==> src/design/tdpc_pkg.sv <==
/*
  constants, codes and register map of the dual pwm / capture timer.
  assumes a 32-bit apb slave where each 8-bit register takes one word.
*/
package tdpc_pkg;
  localparam logic [7:0]  OFS_CTL0   = 8'h00;
  localparam logic [7:0]  OFS_CTL1   = 8'h04;
  localparam logic [7:0]  OFS_CNT_H  = 8'h08;
  localparam logic [7:0]  OFS_CNT_L  = 8'h0c;
  localparam logic [7:0]  OFS_RLD_H  = 8'h10;
  localparam logic [7:0]  OFS_RLD_L  = 8'h14;
  localparam logic [7:0]  OFS_PWM_H  = 8'h18;
  localparam logic [7:0]  OFS_PWM_L  = 8'h1c;
  localparam logic [7:0]  OFS_DB     = 8'h20;
  // timer_control_zero fields
  localparam int          C0_MODEX   = 0;
  localparam int          C0_SRC_LSB = 1;
  localparam int          C0_CAUSE   = 3;
  // timer_control_one fields
  localparam int          C1_MODE_LSB = 0;
  localparam int          C1_PRE_LSB  = 3;
  localparam int          C1_POL      = 6;
  localparam int          C1_EN       = 7;
  localparam logic [7:0]  CTL0_RST   = 8'h00;
  localparam logic [7:0]  CTL1_RST   = 8'h00;
  localparam logic [15:0] CNT_RST    = 16'h0001;
  localparam logic [15:0] RLD_RST    = 16'hffff;
  localparam logic [15:0] PWM_RST    = 16'h0000;
  localparam logic [15:0] CNT_START  = 16'h0001;
  localparam logic [7:0]  DB_RST     = 8'h00;
  localparam logic [7:0]  DB_MAX     = 8'h80;
  // combined {mode_extension_bit, timer_mode_field}
  localparam logic [3:0]  CODE_DPWM  = 4'h8;
  localparam logic [3:0]  CODE_CAP   = 4'h4;
  localparam logic [3:0]  CODE_CAPRS = 4'h9;
  // interrupt_source_select
  localparam logic [1:0]  SRC_CAP    = 2'h1;
  localparam logic [1:0]  SRC_RLD    = 2'h2;
  typedef enum logic [1:0] {
    TDPC_OFF   = 2'b00,
    TDPC_DPWM  = 2'b01,
    TDPC_CAP   = 2'b10,
    TDPC_CAPRS = 2'b11
  } tdpc_mode_t;
endpackage : tdpc_pkg

==> src/design/tdpc_db_if.sv <==
/*
  link between the timer core and one deadband stage.
  assumes both ends share the timer clock.
*/
`timescale 1ns/1ps
`default_nettype none
interface tdpc_db_if;
  logic       lvl;
  logic [7:0] dly;
  logic       out;
  modport dut  (input lvl, input dly, output out);
  modport core (output lvl, output dly, input out);
endinterface : tdpc_db_if
`default_nettype wire

==> src/design/tdpc_deadband.sv <==
/*
  deadband stage: delays rising edges of one level, falls at once.
  assumes dly is held stable while the level is high.
*/
`timescale 1ns/1ps
`default_nettype none
module tdpc_deadband
  import tdpc_pkg::*;
(
  input  wire logic clk,
  input  wire logic rst,
  input  wire logic ce,
  tdpc_db_if.dut    port
);
  typedef struct packed {
    logic [7:0] cnt;
  } tdpc_db_st_t;

  tdpc_db_st_t st_r;
  tdpc_db_st_t st_nxt;

  // combinational so a zero delay passes the edge in the same cycle
  assign port.out = port.lvl && (st_r.cnt >= port.dly);

  always_comb begin
    st_nxt = st_r;
    if (!port.lvl) begin
      st_nxt.cnt = 8'h00;
    end else if (st_r.cnt < port.dly) begin
      st_nxt.cnt = st_r.cnt + 8'h01;
    end
  end

  always_ff @(posedge clk) begin
    if (rst) begin
      st_r <= '0;
    end else if (ce) begin
      st_r <= st_nxt;
    end
  end
endmodule : tdpc_deadband
`default_nettype wire

==> src/design/tdpc_timer.sv <==
/*
  16-bit dual pwm / capture / capture-restart timer with apb registers.
  assumes a zero-wait apb master and an external pad that resolves
  tcmp_o / tcmp_oe against tin_i on the shared pin.
*/
`timescale 1ns/1ps
`default_nettype none
module tdpc_timer
  import tdpc_pkg::*;
#(
  parameter int ADDR_W = 8
) (
  input  wire logic              clk,
  input  wire logic              rst,
  input  wire logic              ce,
  input  wire logic              psel,
  input  wire logic              penable,
  input  wire logic              pwrite,
  input  wire logic [ADDR_W-1:0] paddr,
  input  wire logic [31:0]       pwdata,
  output logic      [31:0]       prdata,
  output logic                   pready,
  output logic                   pslverr,
  input  wire logic              tin_i,
  output logic                   tout_o,
  output logic                   tout_oe,
  output logic                   tcmp_o,
  output logic                   tcmp_oe,
  output logic                   timer_irq
);
  typedef struct packed {
    logic [7:0]  ctl0;
    logic [7:0]  ctl1;
    logic [15:0] cnt;
    logic [15:0] rld;
    logic [15:0] pwm;
    logic [7:0]  hold;
    logic [7:0]  db;
    logic [6:0]  pre;
    logic [2:0]  sync;
    logic        lvl;
    logic        pwm_lvl;
    logic        irq;
    logic        tout;
    logic        tout_oe;
    logic        tcmp;
    logic        tcmp_oe;
    logic [31:0] prdata;
    logic        pready;
    logic        pslverr;
  } tdpc_st_t;

  tdpc_st_t   st_r;
  tdpc_st_t   st_nxt;
  tdpc_mode_t mode;
  logic       en;
  logic       pol;
  logic [1:0] src;
  logic [6:0] lim;
  logic       tick;
  logic       sel_edge;
  logic       cap_ev;
  logic       rl_ev;
  logic       wr;
  logic       rd;
  logic [7:0] a;
  logic [1:0] db_out;

  tdpc_db_if dbi[2] ();

  // one stage per pin; the second sees the inverted waveform
  for (genvar i = 0; i < 2; i++) begin : g_db
    assign dbi[i].lvl = (i == 0) ? st_r.pwm_lvl : !st_r.pwm_lvl;
    assign dbi[i].dly = st_r.db;
    assign db_out[i]  = dbi[i].out;
    tdpc_deadband u_db (
      .clk  (clk),
      .rst  (rst),
      .ce   (ce),
      .port (dbi[i].dut)
    );
  end

  always_comb begin
    st_nxt = st_r;
    en     = st_r.ctl1[C1_EN];
    pol    = st_r.ctl1[C1_POL];
    src    = st_r.ctl0[C0_SRC_LSB +: 2];
    a      = paddr[7:0];
    wr     = psel && penable && pwrite;
    rd     = psel && !penable && !pwrite;
    tick   = 1'b0;
    case ({st_r.ctl0[C0_MODEX], st_r.ctl1[C1_MODE_LSB +: 3]})
      CODE_DPWM:  mode = TDPC_DPWM;
      CODE_CAP:   mode = TDPC_CAP;
      CODE_CAPRS: mode = TDPC_CAPRS;
      default:    mode = TDPC_OFF;
    endcase

    // pin input: only the second and third stages are compared
    st_nxt.sync = {st_r.sync[1:0], tin_i};
    if (st_r.sync[1] == st_r.sync[2]) begin
      st_nxt.lvl = st_r.sync[2];
    end
    // polarity 0 captures rising, 1 falling
    sel_edge = (st_r.sync[1] == st_r.sync[2]) && (st_r.sync[2] != st_r.lvl)
               && (st_r.sync[2] == !pol);
    // the pin is an output in dual pwm, so no capture there
    cap_ev = en && (mode == TDPC_CAP || mode == TDPC_CAPRS) && sel_edge;

    // prescaler: divide by 2**pre, system clock is the only source
    lim = 7'((8'h01 << st_r.ctl1[C1_PRE_LSB +: 3]) - 8'h01);
    if (en && mode != TDPC_OFF) begin
      if (st_r.pre >= lim) begin
        st_nxt.pre = 7'h00;
        tick       = 1'b1;
      end else begin
        st_nxt.pre = st_r.pre + 7'h01;
      end
    end else begin
      st_nxt.pre = 7'h00;
    end
    rl_ev = tick && (st_r.cnt == st_r.rld);

    // bus writes first so that hardware events below take priority
    st_nxt.pready  = psel && !penable;
    st_nxt.pslverr = 1'b0;
    if (wr) begin
      case (a)
        OFS_CTL0:  st_nxt.ctl0 = {pwdata[7:4], st_r.ctl0[C0_CAUSE], pwdata[2:0]};
        OFS_CTL1:  st_nxt.ctl1 = pwdata[7:0];
        OFS_CNT_H: st_nxt.cnt[15:8] = pwdata[7:0];
        OFS_CNT_L: st_nxt.cnt[7:0] = pwdata[7:0];
        OFS_RLD_H: st_nxt.rld[15:8] = pwdata[7:0];
        OFS_RLD_L: st_nxt.rld[7:0] = pwdata[7:0];
        OFS_PWM_H: st_nxt.pwm[15:8] = pwdata[7:0];
        OFS_PWM_L: st_nxt.pwm[7:0] = pwdata[7:0];
        OFS_DB:    st_nxt.db = (pwdata[7:0] > DB_MAX) ? DB_MAX : pwdata[7:0];
        default:   st_nxt.db = st_r.db;
      endcase
    end
    // latched at setup, the same sample the high byte is staged from
    if (rd && a == OFS_CNT_H && en) begin
      st_nxt.hold = st_r.cnt[7:0];
    end
    // read data staged in the setup cycle, so prdata is a flop
    st_nxt.prdata = 32'h0000_0000;
    if (psel && !penable) begin
      case (a)
        OFS_CTL0:  st_nxt.prdata[7:0] = st_r.ctl0;
        OFS_CTL1:  st_nxt.prdata[7:0] = st_r.ctl1;
        OFS_CNT_H: st_nxt.prdata[7:0] = st_r.cnt[15:8];
        OFS_CNT_L: st_nxt.prdata[7:0] = en ? st_r.hold : st_r.cnt[7:0];
        OFS_RLD_H: st_nxt.prdata[7:0] = st_r.rld[15:8];
        OFS_RLD_L: st_nxt.prdata[7:0] = st_r.rld[7:0];
        OFS_PWM_H: st_nxt.prdata[7:0] = st_r.pwm[15:8];
        OFS_PWM_L: st_nxt.prdata[7:0] = st_r.pwm[7:0];
        OFS_DB:    st_nxt.prdata[7:0] = st_r.db;
        default:   st_nxt.pslverr = 1'b1;
      endcase
    end

    // counter; a written start value only lasts until the first reload, except in capture mode, where the count runs on past it
    if (tick) begin
      if (rl_ev && mode != TDPC_CAP) begin
        st_nxt.cnt = CNT_START;
      end else begin
        st_nxt.cnt = st_r.cnt + 16'h0001;
      end
    end
    if (cap_ev) begin
      st_nxt.pwm            = st_r.cnt;
      st_nxt.ctl0[C0_CAUSE] = 1'b1;
      if (mode == TDPC_CAPRS) begin
        st_nxt.cnt = CNT_START;
        st_nxt.pre = 7'h00;
      end
    end else if (rl_ev && mode != TDPC_DPWM) begin
      st_nxt.ctl0[C0_CAUSE] = 1'b0;
    end

    // pwm level: starts at polarity, toggles on match, back on reload
    if (!en || mode != TDPC_DPWM || rl_ev) begin
      st_nxt.pwm_lvl = pol;
    end else if (tick && st_r.cnt == st_r.pwm) begin
      st_nxt.pwm_lvl = !st_r.pwm_lvl;
    end

    // dual pwm reloads always interrupt; capture modes obey the select
    st_nxt.irq = (rl_ev && (mode == TDPC_DPWM || src != SRC_CAP))
                 || (cap_ev && src != SRC_RLD);

    st_nxt.tout_oe = (mode == TDPC_DPWM);
    st_nxt.tcmp_oe = (mode == TDPC_DPWM);
    st_nxt.tout    = (mode == TDPC_DPWM) && db_out[0];
    st_nxt.tcmp    = (mode == TDPC_DPWM) && db_out[1];
  end

  always_ff @(posedge clk) begin
    if (rst) begin
      st_r         <= '0;
      st_r.ctl0    <= CTL0_RST;
      st_r.ctl1    <= CTL1_RST;
      st_r.cnt     <= CNT_RST;
      st_r.rld     <= RLD_RST;
      st_r.pwm     <= PWM_RST;
      st_r.db      <= DB_RST;
    end else if (ce) begin
      st_r <= st_nxt;
    end
  end

  assign prdata    = st_r.prdata;
  assign pready    = st_r.pready;
  assign pslverr   = st_r.pslverr;
  assign tout_o    = st_r.tout;
  assign tout_oe   = st_r.tout_oe;
  assign tcmp_o    = st_r.tcmp;
  assign tcmp_oe   = st_r.tcmp_oe;
  assign timer_irq = st_r.irq;

  // checks; every antecedent needs ce because state freezes without it
  property p_reload_start;
    @(posedge clk) disable iff (rst)
    ce && rl_ev && mode == TDPC_DPWM |=> st_r.cnt == CNT_START && timer_irq;
  endproperty
  a_reload_start: assert property (p_reload_start) else $error("reload did not restart count");

  property p_match_toggle;
    @(posedge clk) disable iff (rst)
    ce && en && mode == TDPC_DPWM && tick && !rl_ev && st_r.cnt == st_r.pwm
    |=> st_r.pwm_lvl != $past(st_r.pwm_lvl);
  endproperty
  a_match_toggle: assert property (p_match_toggle) else $error("no toggle on match");

  property p_pol_high;
    @(posedge clk) disable iff (rst)
    ce && rl_ev && mode == TDPC_DPWM && pol |=> st_r.pwm_lvl;
  endproperty
  a_pol_high: assert property (p_pol_high) else $error("level not high after reload");

  property p_pol_low;
    @(posedge clk) disable iff (rst)
    ce && rl_ev && mode == TDPC_DPWM && !pol |=> !st_r.pwm_lvl;
  endproperty
  a_pol_low: assert property (p_pol_low) else $error("level not low after reload");

  property p_no_overlap;
    @(posedge clk) disable iff (rst)
    !(tout_o && tcmp_o);
  endproperty
  a_no_overlap: assert property (p_no_overlap) else $error("both pwm pins active");

  property p_zero_db;
    @(posedge clk) disable iff (rst)
    ce && st_r.db == 8'h00 && mode == TDPC_DPWM |=> tcmp_o == !tout_o;
  endproperty
  a_zero_db: assert property (p_zero_db) else $error("zero deadband delayed a pin");

  property p_cap_store;
    @(posedge clk) disable iff (rst)
    ce && cap_ev |=> st_r.pwm == $past(st_r.cnt) && st_r.ctl0[C0_CAUSE];
  endproperty
  a_cap_store: assert property (p_cap_store) else $error("capture not stored");

  property p_caprs_restart;
    @(posedge clk) disable iff (rst)
    ce && cap_ev && mode == TDPC_CAPRS |=> st_r.cnt == CNT_START;
  endproperty
  a_caprs_restart: assert property (p_caprs_restart) else $error("no restart on capture");

  property p_cap_reload;
    @(posedge clk) disable iff (rst)
    ce && rl_ev && !cap_ev && mode == TDPC_CAP
    |=> !st_r.ctl0[C0_CAUSE] && st_r.cnt == $past(st_r.cnt) + 16'h0001;
  endproperty
  a_cap_reload: assert property (p_cap_reload) else $error("capture reload wrong");

  property p_src_cap_only;
    @(posedge clk) disable iff (rst)
    ce && rl_ev && !cap_ev && mode == TDPC_CAP && src == SRC_CAP |=> !timer_irq;
  endproperty
  a_src_cap_only: assert property (p_src_cap_only) else $error("reload irq not masked");

  property p_pin_dir;
    @(posedge clk) disable iff (rst)
    ce && mode == TDPC_DPWM |=> tcmp_oe;
  endproperty
  a_pin_dir: assert property (p_pin_dir) else $error("shared pin not driven");

  property p_caprs_reload;
    @(posedge clk) disable iff (rst)
    ce && rl_ev && !cap_ev && mode == TDPC_CAPRS
    |=> st_r.cnt == CNT_START && !st_r.ctl0[C0_CAUSE];
  endproperty
  a_caprs_reload: assert property (p_caprs_reload) else $error("restart reload wrong");

  property p_hold_latch;
    @(posedge clk) disable iff (rst)
    ce && rd && a == OFS_CNT_H && en |=> st_r.hold == $past(st_r.cnt[7:0]);
  endproperty
  a_hold_latch: assert property (p_hold_latch) else $error("low byte not held");

  property p_cap_masked;
    @(posedge clk) disable iff (rst)
    ce && cap_ev && !rl_ev && src == SRC_RLD |=> !timer_irq;
  endproperty
  a_cap_masked: assert property (p_cap_masked) else $error("capture irq not masked");

  c_dpwm_reload: cover property (@(posedge clk) rl_ev && mode == TDPC_DPWM);
  c_capture: cover property (@(posedge clk) cap_ev && mode == TDPC_CAP);
  c_caprs: cover property (@(posedge clk) cap_ev && mode == TDPC_CAPRS);
endmodule : tdpc_timer
`default_nettype wire

==> config.mk <==
export PLATFORM = sky130hd
export DESIGN_NAME = tdpc_timer
export DESIGN_NICKNAME = d
export VERILOG_FILES = /design/src/design/tdpc_pkg.sv /design/src/design/tdpc_db_if.sv /design/src/design/tdpc_deadband.sv /design/src/design/tdpc_timer.sv
export SDC_FILE = /design/constraint.sdc
export NUM_CORES = 1
export LEC_CHECK = 0
export BUFFER_PORTS_ARGS = -buffer_cell sky130_fd_sc_hd__buf_2
export CELL_PAD_IN_SITES_DETAIL_PLACEMENT = 0
export CELL_PAD_IN_SITES_GLOBAL_PLACEMENT = 1
export CORE_ASPECT_RATIO = 1.5
export CORE_MARGIN = 2
export CORE_UTILIZATION = 30
export DETAILED_ROUTE_END_ITERATION = 10
export HOLD_SLACK_MARGIN = 0.12
export MAX_ROUTING_LAYER = met4
export PLACE_DENSITY = 0.65
export SLEW_MARGIN = 20
export SYNTH_ARGS = -nofsm -noshare
export SYNTH_HDL_FRONTEND = slang
export SYNTH_SLANG_ARGS = --single-unit
==> constraint.sdc <==
create_clock -name clk -period 3 [get_ports clk]
set_clock_uncertainty 0.1 [all_clocks]
set_input_delay 0 -clock clk [delete_from_list [all_inputs] [get_ports clk]]
set_output_delay 0 -clock clk [all_outputs]
set_load 0.02 [all_outputs]
==> results.json, run 1 <==
{
  "start_kind": "flip-flop",
  "dp_hpwl_um": 20000,
  "rsz0062_at_grt": "true",
  "finalWirelength_um": 27400,
  "path_class": "flip-flop to flip-flop",
  "synth_mux_area_frac": 0.0546,
  "grt_max_degree": 58,
  "final_antenna_net_count": 0,
  "final_nets": 1096,
  "synth-compound-area-share": 0.191,
  "reg2reg_depth": 14,
  "hold_start": "paddr[1]",
  "finalInstanceArea_um2": 9190,
  "drive_gt1_frac": 0.177,
  "drc": 0,
  "rows": 71,
  "synth_top_area_frac": 0.319,
  "slew_headroom": 0.418,
  "hp-class": "input port to flip-flop",
  "routedWlPerCell_um": 20.1,
  "initial_utilization": 0.306,
  "power.leakage_nw": 3.23,
  "synthAdderAreaFrac": 0.0458,
  "avgSynthCellArea_um2": 7.92,
  "final_cells": 1361,
  "min_to": "st_r[113]",
  "numCtsBuffers": 17,
  "cts_htree_levels": 4,
  "synth-seq-area-share": 0.319,
  "via_count": 7328,
  "syn_inst": 966,
  "cp-end-kind": "flip-flop",
  "die_y_um": 200,
  "insertion_delay_ns": 0.43,
  "layout_common_cells": "dfxtp_1, nand2_1, nor2_1, a21oi_1, buf_4",
  "yosys.area_share.simple": 0.248,
  "ys.flop_type": "dfxtp_1",
  "regToRegSetupSlack_ns": -0.05,
  "timing.final.crit_share": 1.02,
  "synth_top_area_cell": "dfxtp_1",
  "die_area_um2": 26800,
  "synth_edf_count": 0,
  "clk_path_buf_depth": 2,
  "synth-seq-cells": 122,
  "fmax_mhz": 328,
  "fin_crit_ns": 3.05,
  "overflow": 0,
  "pin_count": 86,
  "track_usage": 0.214,
  "timing.final.ws_setup_ns": -0.0479,
  "arrival_ns": 3.30,
  "cts.clk_slew.worst_paths_ns": 0.05,
  "viasPerCell": 5.38,
  "synthTopCellsByArea": "dfxtp_1, a21oi_1, nand2_1",
  "pwr_density_cell_nw_per_um2": 424,
  "synth_top_family_by_area": "simple AND/OR/NAND/NOR gates",
  "finalWeightedCongestion": 0.919,
  "async_reset_ff_frac": 0,
  "tightest_slew_ns": 0.872,
  "cts_tree": "yes",
  "hold_depth": 6,
  "coreArea_um2": 25100,
  "synth_cell_type_count": 72,
  "ir_drop_v": 0.000272,
  "die_w_um": 134,
  "cap_violations": 0,
  "finalSetupViolCount": 4,
  "drtIter0Drc": 558,
  "crit_path_max_fanout": 6,
  "clockRootBuffer": "clkbuf_16",
  "grt_pass1_wl_um": 41800,
  "critPathRequiredTime_ns": 3.25,
  "port_buffers": 37,
  "final.fill_count": 2672,
  "timing.rr.end": "dbi[0].lvl",
  "syn2layout_area_growth_pct": 20.0,
  "syn_area_um2": 7650,
  "clkSinkCount": 122,
  "antenna_cells": 0,
  "status": "finished with violations",
  "final_common_cell": "dfxtp_1",
  "r2r_start": "st_r[118]",
  "synthXorXnorAreaFrac": 0.0561,
  "grt_pass1_vias": 7212,
  "finalHoldViolCount": 0,
  "violations": "setup timing",
  "antenna_found_initial": 0,
  "yosysWarnings": 0,
  "firstDrtPassIters": 6,
  "slew_violations": 0,
  "dp_cells": 1300,
  "post_dp_cell_area_um2": 8170
}
==> repair_timing <==
item	4_1_cts	5_1_grt
endpoints found under the hold margin	88	0
gates resized for setup	8	33
hold buffers	26	0
buffers inserted	2	2
gates cloned	0	0
endpoints found under the setup margin	9	21
pin swaps	8	16
==> metrics by stage <==
stage | TNS, ns | utilization | total power, mW | hold slack, ns | setup slack (ns)
detailed placement | -0.276 | 0.326 | 1.89 | 0.170 | -0.0690
floorplan | -0.239 | - | 1.83 | 0.0179 | -0.0949
CTS | -0.0535 | 0.361 | 3.93 | 0.137 | -0.0269
finish | -0.0928 | 0.367 | 3.90 | 0.122 | -0.0479
global placement | -0.116 | 0.326 | 1.89 | 0.153 | -0.0311
global route | -1.72 | 0.367 | 4.02 | 0.179 | -0.216
==> routing by layer <==
metal	vias up	share of wire	track usage
met5	-	0	-
met4	0	0.067	0.131
met3	77	0.041	0.0358
met2	231	0.52	0.381
met1	3516	0.38	0.218
li1	3504	-	-
==> state kept, by name, summed over array words and instances (netlist names) <==
register / count
prdata: 8
st_nxt: 2
pol: 1
tcmp_o: 1
timer_irq: 1
pslverr: 1
src: 2
dbi.lvl: 1
dbi.dly: 8
g_db.u_db.st_r: 16
tout_o: 1
pready: 1
st_r: 77
en: 1
tcmp_oe: 1
==> cell type report <==
| class | count | area, um2 | area share |
|---|---|---|---|
| well taps | 328 | 410 | 0.0447 |
| multi-input cells | 743 | 4810 | 0.523 |
| clock inverters | 8 | 95.1 | 0.0104 |
| clock buffers | 23 | 468 | 0.0509 |
| flip-flops and latches | 122 | 2440 | 0.266 |
| repair buffers | 118 | 887 | 0.0966 |
| inverters | 19 | 71.3 | 0.00776 |
==> cell families after synthesis <==
group           after synthesis
fa+ha+maj                    28
mux                          36
xor+xnor                     49
simple gates                378
flops                       122
compound gates              228
other cells                   1
buf+inv                     124
==> report_power, final <==
| group | total (mW) | switching (mW) | internal [mW] | leakage [nW] |
|---|---|---|---|---|
| Clock | 2.02 | 0.761 | 1.25 | 0.273 |
| Combinational | 0.253 | 0.181 | 0.0720 | 1.98 |
| Sequential | 1.63 | 0.00323 | 1.62 | 0.985 |
==> synth_stat cells, types with 6 or more instances <==
master	n
a22oi_1	11
inv_1	19
buf_4	38
ha_1	28
nand4_1	18
xnor2_1	30
a211o_1	16
o21ai_1	10
mux2i_1	26
nand3b_1	9
nor3_1	39
or3_1	15
clkbuf_1	35
nor2_1	82
buf_1	6
nor3_2	6
nand2_1	107
nor2b_1	27
a21o_1	7
o21ai_0	37
dfxtp_1	122
xor2_1	19
buf_2	24
a21oi_1	81
a221oi_1	16
nand3_1	32
==> how the worst max path moves through the flow <==
stage / start / end / slack [ns] / cells past startpoint
after floorplan: st_r[120] / st_r[110] / -0.09 / 15
after global placement: st_r[119] / st_r[110] / -0.03 / 13
after detailed placement: st_r[119] / st_r[106] / -0.07 / 14
after CTS: st_r[120] / st_r[106] / -0.03 / 15
after global routing: st_r[118] / dbi[0].lvl / -0.22 / 14
final: st_r[118] / dbi[0].lvl / -0.05 / 14
==> critical path: stages (launching register included) <==
cell     delay (ns)
dfxtp_2        0.31
or3_4          0.39
ha_4           0.19
xor2_1         0.14
nor2_1         0.10
a21oi_1        0.05
ha_1           0.33
a21oi_2        0.16
o21ai_2        0.07
a21oi_2        0.12
and2b_4        0.23
buf_6          0.12
a21o_1         0.16
or3_1          0.34
a31oi_1        0.15
Note: power is estimated with default switching activity, not from simulation.
==> inputs of run 2 (changes only) <==
--- a/config.mk
+++ b/config.mk
@@ -15,6 +15,7 @@
 export HOLD_SLACK_MARGIN = 0.12
 export MAX_ROUTING_LAYER = met4
 export PLACE_DENSITY = 0.65
+export REMOVE_ABC_BUFFERS = 1
 export SLEW_MARGIN = 20
 export SYNTH_ARGS = -nofsm -noshare
 export SYNTH_HDL_FRONTEND = slang
==> results.json, run 2 (synthesis results as in run 1) <==
{
  "die_area_um2": 26800,
  "path_cells": "or3_4, ha_4, xor2_1, nor2_1, a21oi_1, ha_1, nand2_1, o21ai_2, a21oi_2, and2b_4, buf_6, a31oi_2, or3_1, a31oi_1",
  "coreArea_um2": 25100,
  "finalWeightedCongestion": 0.917,
  "grt_max_degree": 49,
  "hold_ws_ns": 0.171,
  "grt_pass1_vias": 7143,
  "cp-end-kind": "flip-flop",
  "post_dp_cell_area_um2": 8130,
  "cts_htree_levels": 4,
  "grt_pass1_wl_um": 42200,
  "clockRootBuffer": "clkbuf_16",
  "drc": 0,
  "layout_common_cells": "dfxtp_1, nand2_1, nor2_1, a21oi_1, buf_4",
  "biggestRegsByFlops": "st_r x77, g_db.u_db.st_r x16",
  "rows": 71,
  "syn2layout_area_growth_pct": 19.9,
  "antenna_cells": 0,
  "largest_reg_flops": 77,
  "fin_crit_ns": 2.98,
  "ir_drop_v": 0.000277,
  "drtIter0Drc": 571,
  "pin_count": 86,
  "power.leakage_nw": 3.22,
  "critPathRequiredTime_ns": 3.27,
  "pwr_density_cell_nw_per_um2": 447,
  "cp_slowest_cell": "or3_4",
  "insertion_delay_ns": 0.43,
  "finalInstanceArea_um2": 9180,
  "fmax_mhz": 335,
  "rsz0062_at_grt": "true",
  "cts_tree": "yes",
  "path_class": "flip-flop to flip-flop",
  "clk_path_buf_depth": 2,
  "routedWlPerCell_um": 20.3,
  "top_register": "st_r",
  "critical-path-max-stage-delay_ns": 0.41,
  "finalWirelength_um": 27500,
  "crit_path_max_fanout": 8,
  "cap_violations": 0,
  "via_count": 7306,
  "hp-class": "input port to flip-flop",
  "finalHoldViolCount": 0,
  "numCtsBuffers": 17,
  "timing.final.crit_share": 0.994,
  "clkSinkCount": 122,
  "slew_violations": 0,
  "final_antenna_net_count": 0,
  "track_usage": 0.215,
  "die_w_um": 134,
  "arrival_ns": 3.25,
  "initial_utilization": 0.306,
  "overflow": 0,
  "final_nets": 1088,
  "dp_hpwl_um": 20300,
  "start_kind": "flip-flop",
  "final_util": 0.366,
  "port_buffers": 37,
  "final_common_cell": "dfxtp_1",
  "drive_gt1_frac": 0.173,
  "cpLargestDelayFamily": "simple AND/OR/NAND/NOR gates",
  "tns_ns": 0,
  "tightest_slew_ns": 1.10,
  "firstDrtPassIters": 5,
  "finalSetupViolCount": 0,
  "cts.clk_slew.worst_paths_ns": 0.06,
  "viasPerCell": 5.40,
  "crit_buf_inv": 1,
  "antenna_found_initial": 0,
  "final.fill_count": 2630,
  "status": "complete, no violations",
  "die_y_um": 200,
  "slew_headroom": 0.266
}
[run 2: timing repair]
action,4_1_cts,5_1_grt
gates resized for setup,16,25
setup buffers,1,0
pin swaps,2,18
hold buffers,23,0
hold endpoints to repair,91,0
setup endpoints to repair,17,16
[run 2: final timing paths]
check,start,endpoint,slack (ns),cells after the start
worst max-delay path,st_r[119],dbi[0].lvl,0.02,14
worst min-delay path,paddr[1],st_r[113],0.17,6
worst max register to register,st_r[119],dbi[0].lvl,0.02,14
worst min register to register,prdata[3],prdata[3],0.36,2
[run 2: tightest hold or removal path: cells and delay by family]
kind                   cells  cell delay (ns)
and+or+nand+nor            3             0.40
buffers and inverters      1             0.08
AOI/OAI and AO/OA          2             0.18
[run 2: routing by layer]
metal,vias to the layer above,track usage,wire (um)
met5,-,-,0
met4,0,0.141,1820
met3,98,0.0342,951
met2,226,0.379,14200
met1,3495,0.219,10600
li1,3487,-,-
[run 2: cell type report]
cell class | instances | area [um2] | share of cell area
clock buffers | 18 | 439 | 0.0479
well taps | 328 | 410 | 0.0447
repair buffers | 110 | 808 | 0.0881
clock inverters | 14 | 194 | 0.0211
multi-input cells | 743 | 4810 | 0.524
flip-flops and latches | 122 | 2440 | 0.266
inverters | 19 | 71.3 | 0.00777
[run 2: metrics by stage]
step,std cells,setup slack (ns),total power [mW]
after floorplan,884,-0.256,1.76
after CTS,1354,0.00122,4.14
after detailed placement,1298,-0.312,1.89
after global routing,1354,-0.126,4.24
after global placement,1298,-0.202,1.89
final,1354,0.0174,4.10
[run 2: report_power, final]
group / switching (mW) / total [mW] / internal [mW]
combinational: 0.183 / 0.255 / 0.0718
sequential: 0.00322 / 1.63 / 1.62
clock: 0.808 / 2.22 / 1.41
==> inputs of run 3 (changes only) <==
--- a/config.mk
+++ b/config.mk
@@ -5,7 +5,7 @@
 export SDC_FILE = /design/constraint.sdc
 export NUM_CORES = 1
 export LEC_CHECK = 0
-export BUFFER_PORTS_ARGS = -buffer_cell sky130_fd_sc_hd__buf_2
+export BUFFER_PORTS_ARGS = -buffer_cell sky130_fd_sc_hd__buf_4
 export CELL_PAD_IN_SITES_DETAIL_PLACEMENT = 0
 export CELL_PAD_IN_SITES_GLOBAL_PLACEMENT = 1
 export CORE_ASPECT_RATIO = 1.5
==> results.json, run 3 (synthesis results as in run 1) <==
{
  "status": "complete, no violations",
  "path_class": "flip-flop to flip-flop",
  "hp-class": "input port to flip-flop",
  "drtIter0Drc": 572,
  "finalWirelength_um": 28000,
  "multiInputGateArea_um2": 4840,
  "cp.depth": 13,
  "timing.rr.end": "dbi[0].lvl",
  "finalHoldViolCount": 0,
  "critPathRequiredTime_ns": 3.26,
  "final_util": 0.370,
  "critical-path-max-stage-delay_ns": 0.40,
  "largest_reg_flops": 77,
  "power.leakage_nw": 3.22,
  "r2r_start": "st_r[118]",
  "final_nets": 1090,
  "final_common_cell": "dfxtp_1",
  "grt_max_degree": 66,
  "insertion_delay_ns": 0.43,
  "final.fill_count": 2663,
  "cp_slowest_cell": "or3_4",
  "ff_latch_area_um2": 2440,
  "clkSinkCount": 122,
  "timing.final.ws_setup_ns": 0.0317,
  "rsz0062_at_grt": "true",
  "cp-end-kind": "flip-flop",
  "finalWeightedCongestion": 0.880,
  "antenna_cells": 0,
  "antenna_found_initial": 0,
  "finalInstanceArea_um2": 9270,
  "via_count": 7325,
  "rows": 71,
  "grt_pass1_wl_um": 42100,
  "crit_end": "dbi[0].lvl",
  "firstDrtPassIters": 5,
  "path_cells": "or3_4, ha_4, a21o_1, a21oi_2, ha_1, a21oi_2, o21ai_2, a21oi_2, and2b_4, buf_6, a21o_1, or3_1, a31oi_1",
  "pwr_density_cell_nw_per_um2": 429,
  "regToRegSetupSlack_ns": 0.03,
  "coreArea_um2": 25100,
  "post-place-ws_ns": -0.273,
  "drive_gt1_frac": 0.178,
  "start_kind": "flip-flop",
  "cts_tree": "yes",
  "crit_path_start": "st_r[118]",
  "viasPerCell": 5.40,
  "arrival_ns": 3.22,
  "final_antenna_net_count": 0,
  "port_buffers": 37,
  "ir_drop_v": 0.000268,
  "numCtsBuffers": 17,
  "dp_hpwl_um": 20000,
  "initial_utilization": 0.306,
  "cpLargestDelayFamily": "compound AO/OA/AOI/OAI gates",
  "slew_violations": 0,
  "clk_path_buf_depth": 2,
  "tns_ns": 0,
  "reg2reg_depth": 13,
  "cts_htree_levels": 4,
  "routedWlPerCell_um": 20.6,
  "overflow": 0,
  "finalSetupViolCount": 0,
  "track_usage": 0.215,
  "post_dp_cell_area_um2": 8220,
  "syn2layout_area_growth_pct": 21.2,
  "die_w_um": 134,
  "fin_crit_ns": 2.97,
  "crit_path_frequent_cell": "a21oi_2",
  "pin_count": 86,
  "drc": 0,
  "clockRootBuffer": "clkbuf_16",
  "top_register": "st_r",
  "layout_common_cells": "dfxtp_1, nand2_1, buf_4, nor2_1, a21oi_1",
  "die_y_um": 200,
  "cap_violations": 0,
  "fmax_mhz": 337,
  "crit_buf_inv": 1,
  "crit_path_max_fanout": 5,
  "cts.clk_slew.worst_paths_ns": 0.06,
  "biggestRegsByFlops": "st_r x77, g_db.u_db.st_r x16",
  "timing.final.crit_share": 0.989,
  "grt_pass1_vias": 7215,
  "die_area_um2": 26800,
  "tightest_slew_ns": 0.866,
  "slew_headroom": 0.423
}
==> run 3: cell types whose count changed in the layout (fill, tap and decap cells not counted), moves of 3 or more <==
cell,change
buf_4,+34
clkbuf_1,+3
o21ai_0,-3
o21ai_1,+4
buf_6,+5
buf_2,-36
==> run 3: worst min path at each step <==
stage | cells after the start | from | slack (ns) | to
finish | 4 | paddr[3] | 0.13 | prdata[7]
global route | 4 | paddr[3] | 0.19 | prdata[7]
CTS | 4 | paddr[3] | 0.13 | prdata[7]
detailed placement | 3 | tin_i | 0.16 | st_nxt[42]
global placement | 3 | tin_i | 0.15 | st_nxt[42]
floorplan | 1 | rst | -0.03 | dbi[0].dly[0]
==> run 3: layer usage <==
metal | track usage | share of wire
met4 | 0.145 | 0.070
met2 | 0.371 | 0.51
met1 | 0.227 | 0.38
met5 | - | 0
met3 | 0.0317 | 0.041
==> run 3: tightest hold or removal path: cells and delay by family <==
kind	cells	cell delay, ns
AOI/OAI and AO/OA	2	0.30
buffers and inverters	1	0.22
and+or+nand+nor	1	0.09
==> run 3: where the power goes <==
part	switching, mW	internal, mW
registers	0.00339	1.62
clock network	0.818	1.27
logic	0.185	0.0811
total	1.01	2.97
==> run 3: stage by stage <==
stage | std cells | total power, mW | hold slack (ns)
after floorplan | 884 | 1.76 | -0.0309
after global placement | 1298 | 1.90 | 0.149
after detailed placement | 1298 | 1.90 | 0.157
after CTS | 1356 | 3.99 | 0.134
after global routing | 1356 | 4.09 | 0.187
final | 1356 | 3.98 | 0.129
==> run 3: what timing repair did <==
action	4_1_cts	5_1_grt
hold buffers	23	0
resized for setup	22	32
pin swaps	16	25
endpoints found under the hold margin	106	0
setup endpoints to repair	19	19
setup buffers	3	0
==> run 3: final cells by class <==
class	instances	share of cell area
repair buffers	112	0.0997
inverters	19	0.00769
clock buffers	22	0.0501
multi-input cells	743	0.522
flip-flops and latches	122	0.264
well taps	328	0.0443
clock inverters	10	0.0127
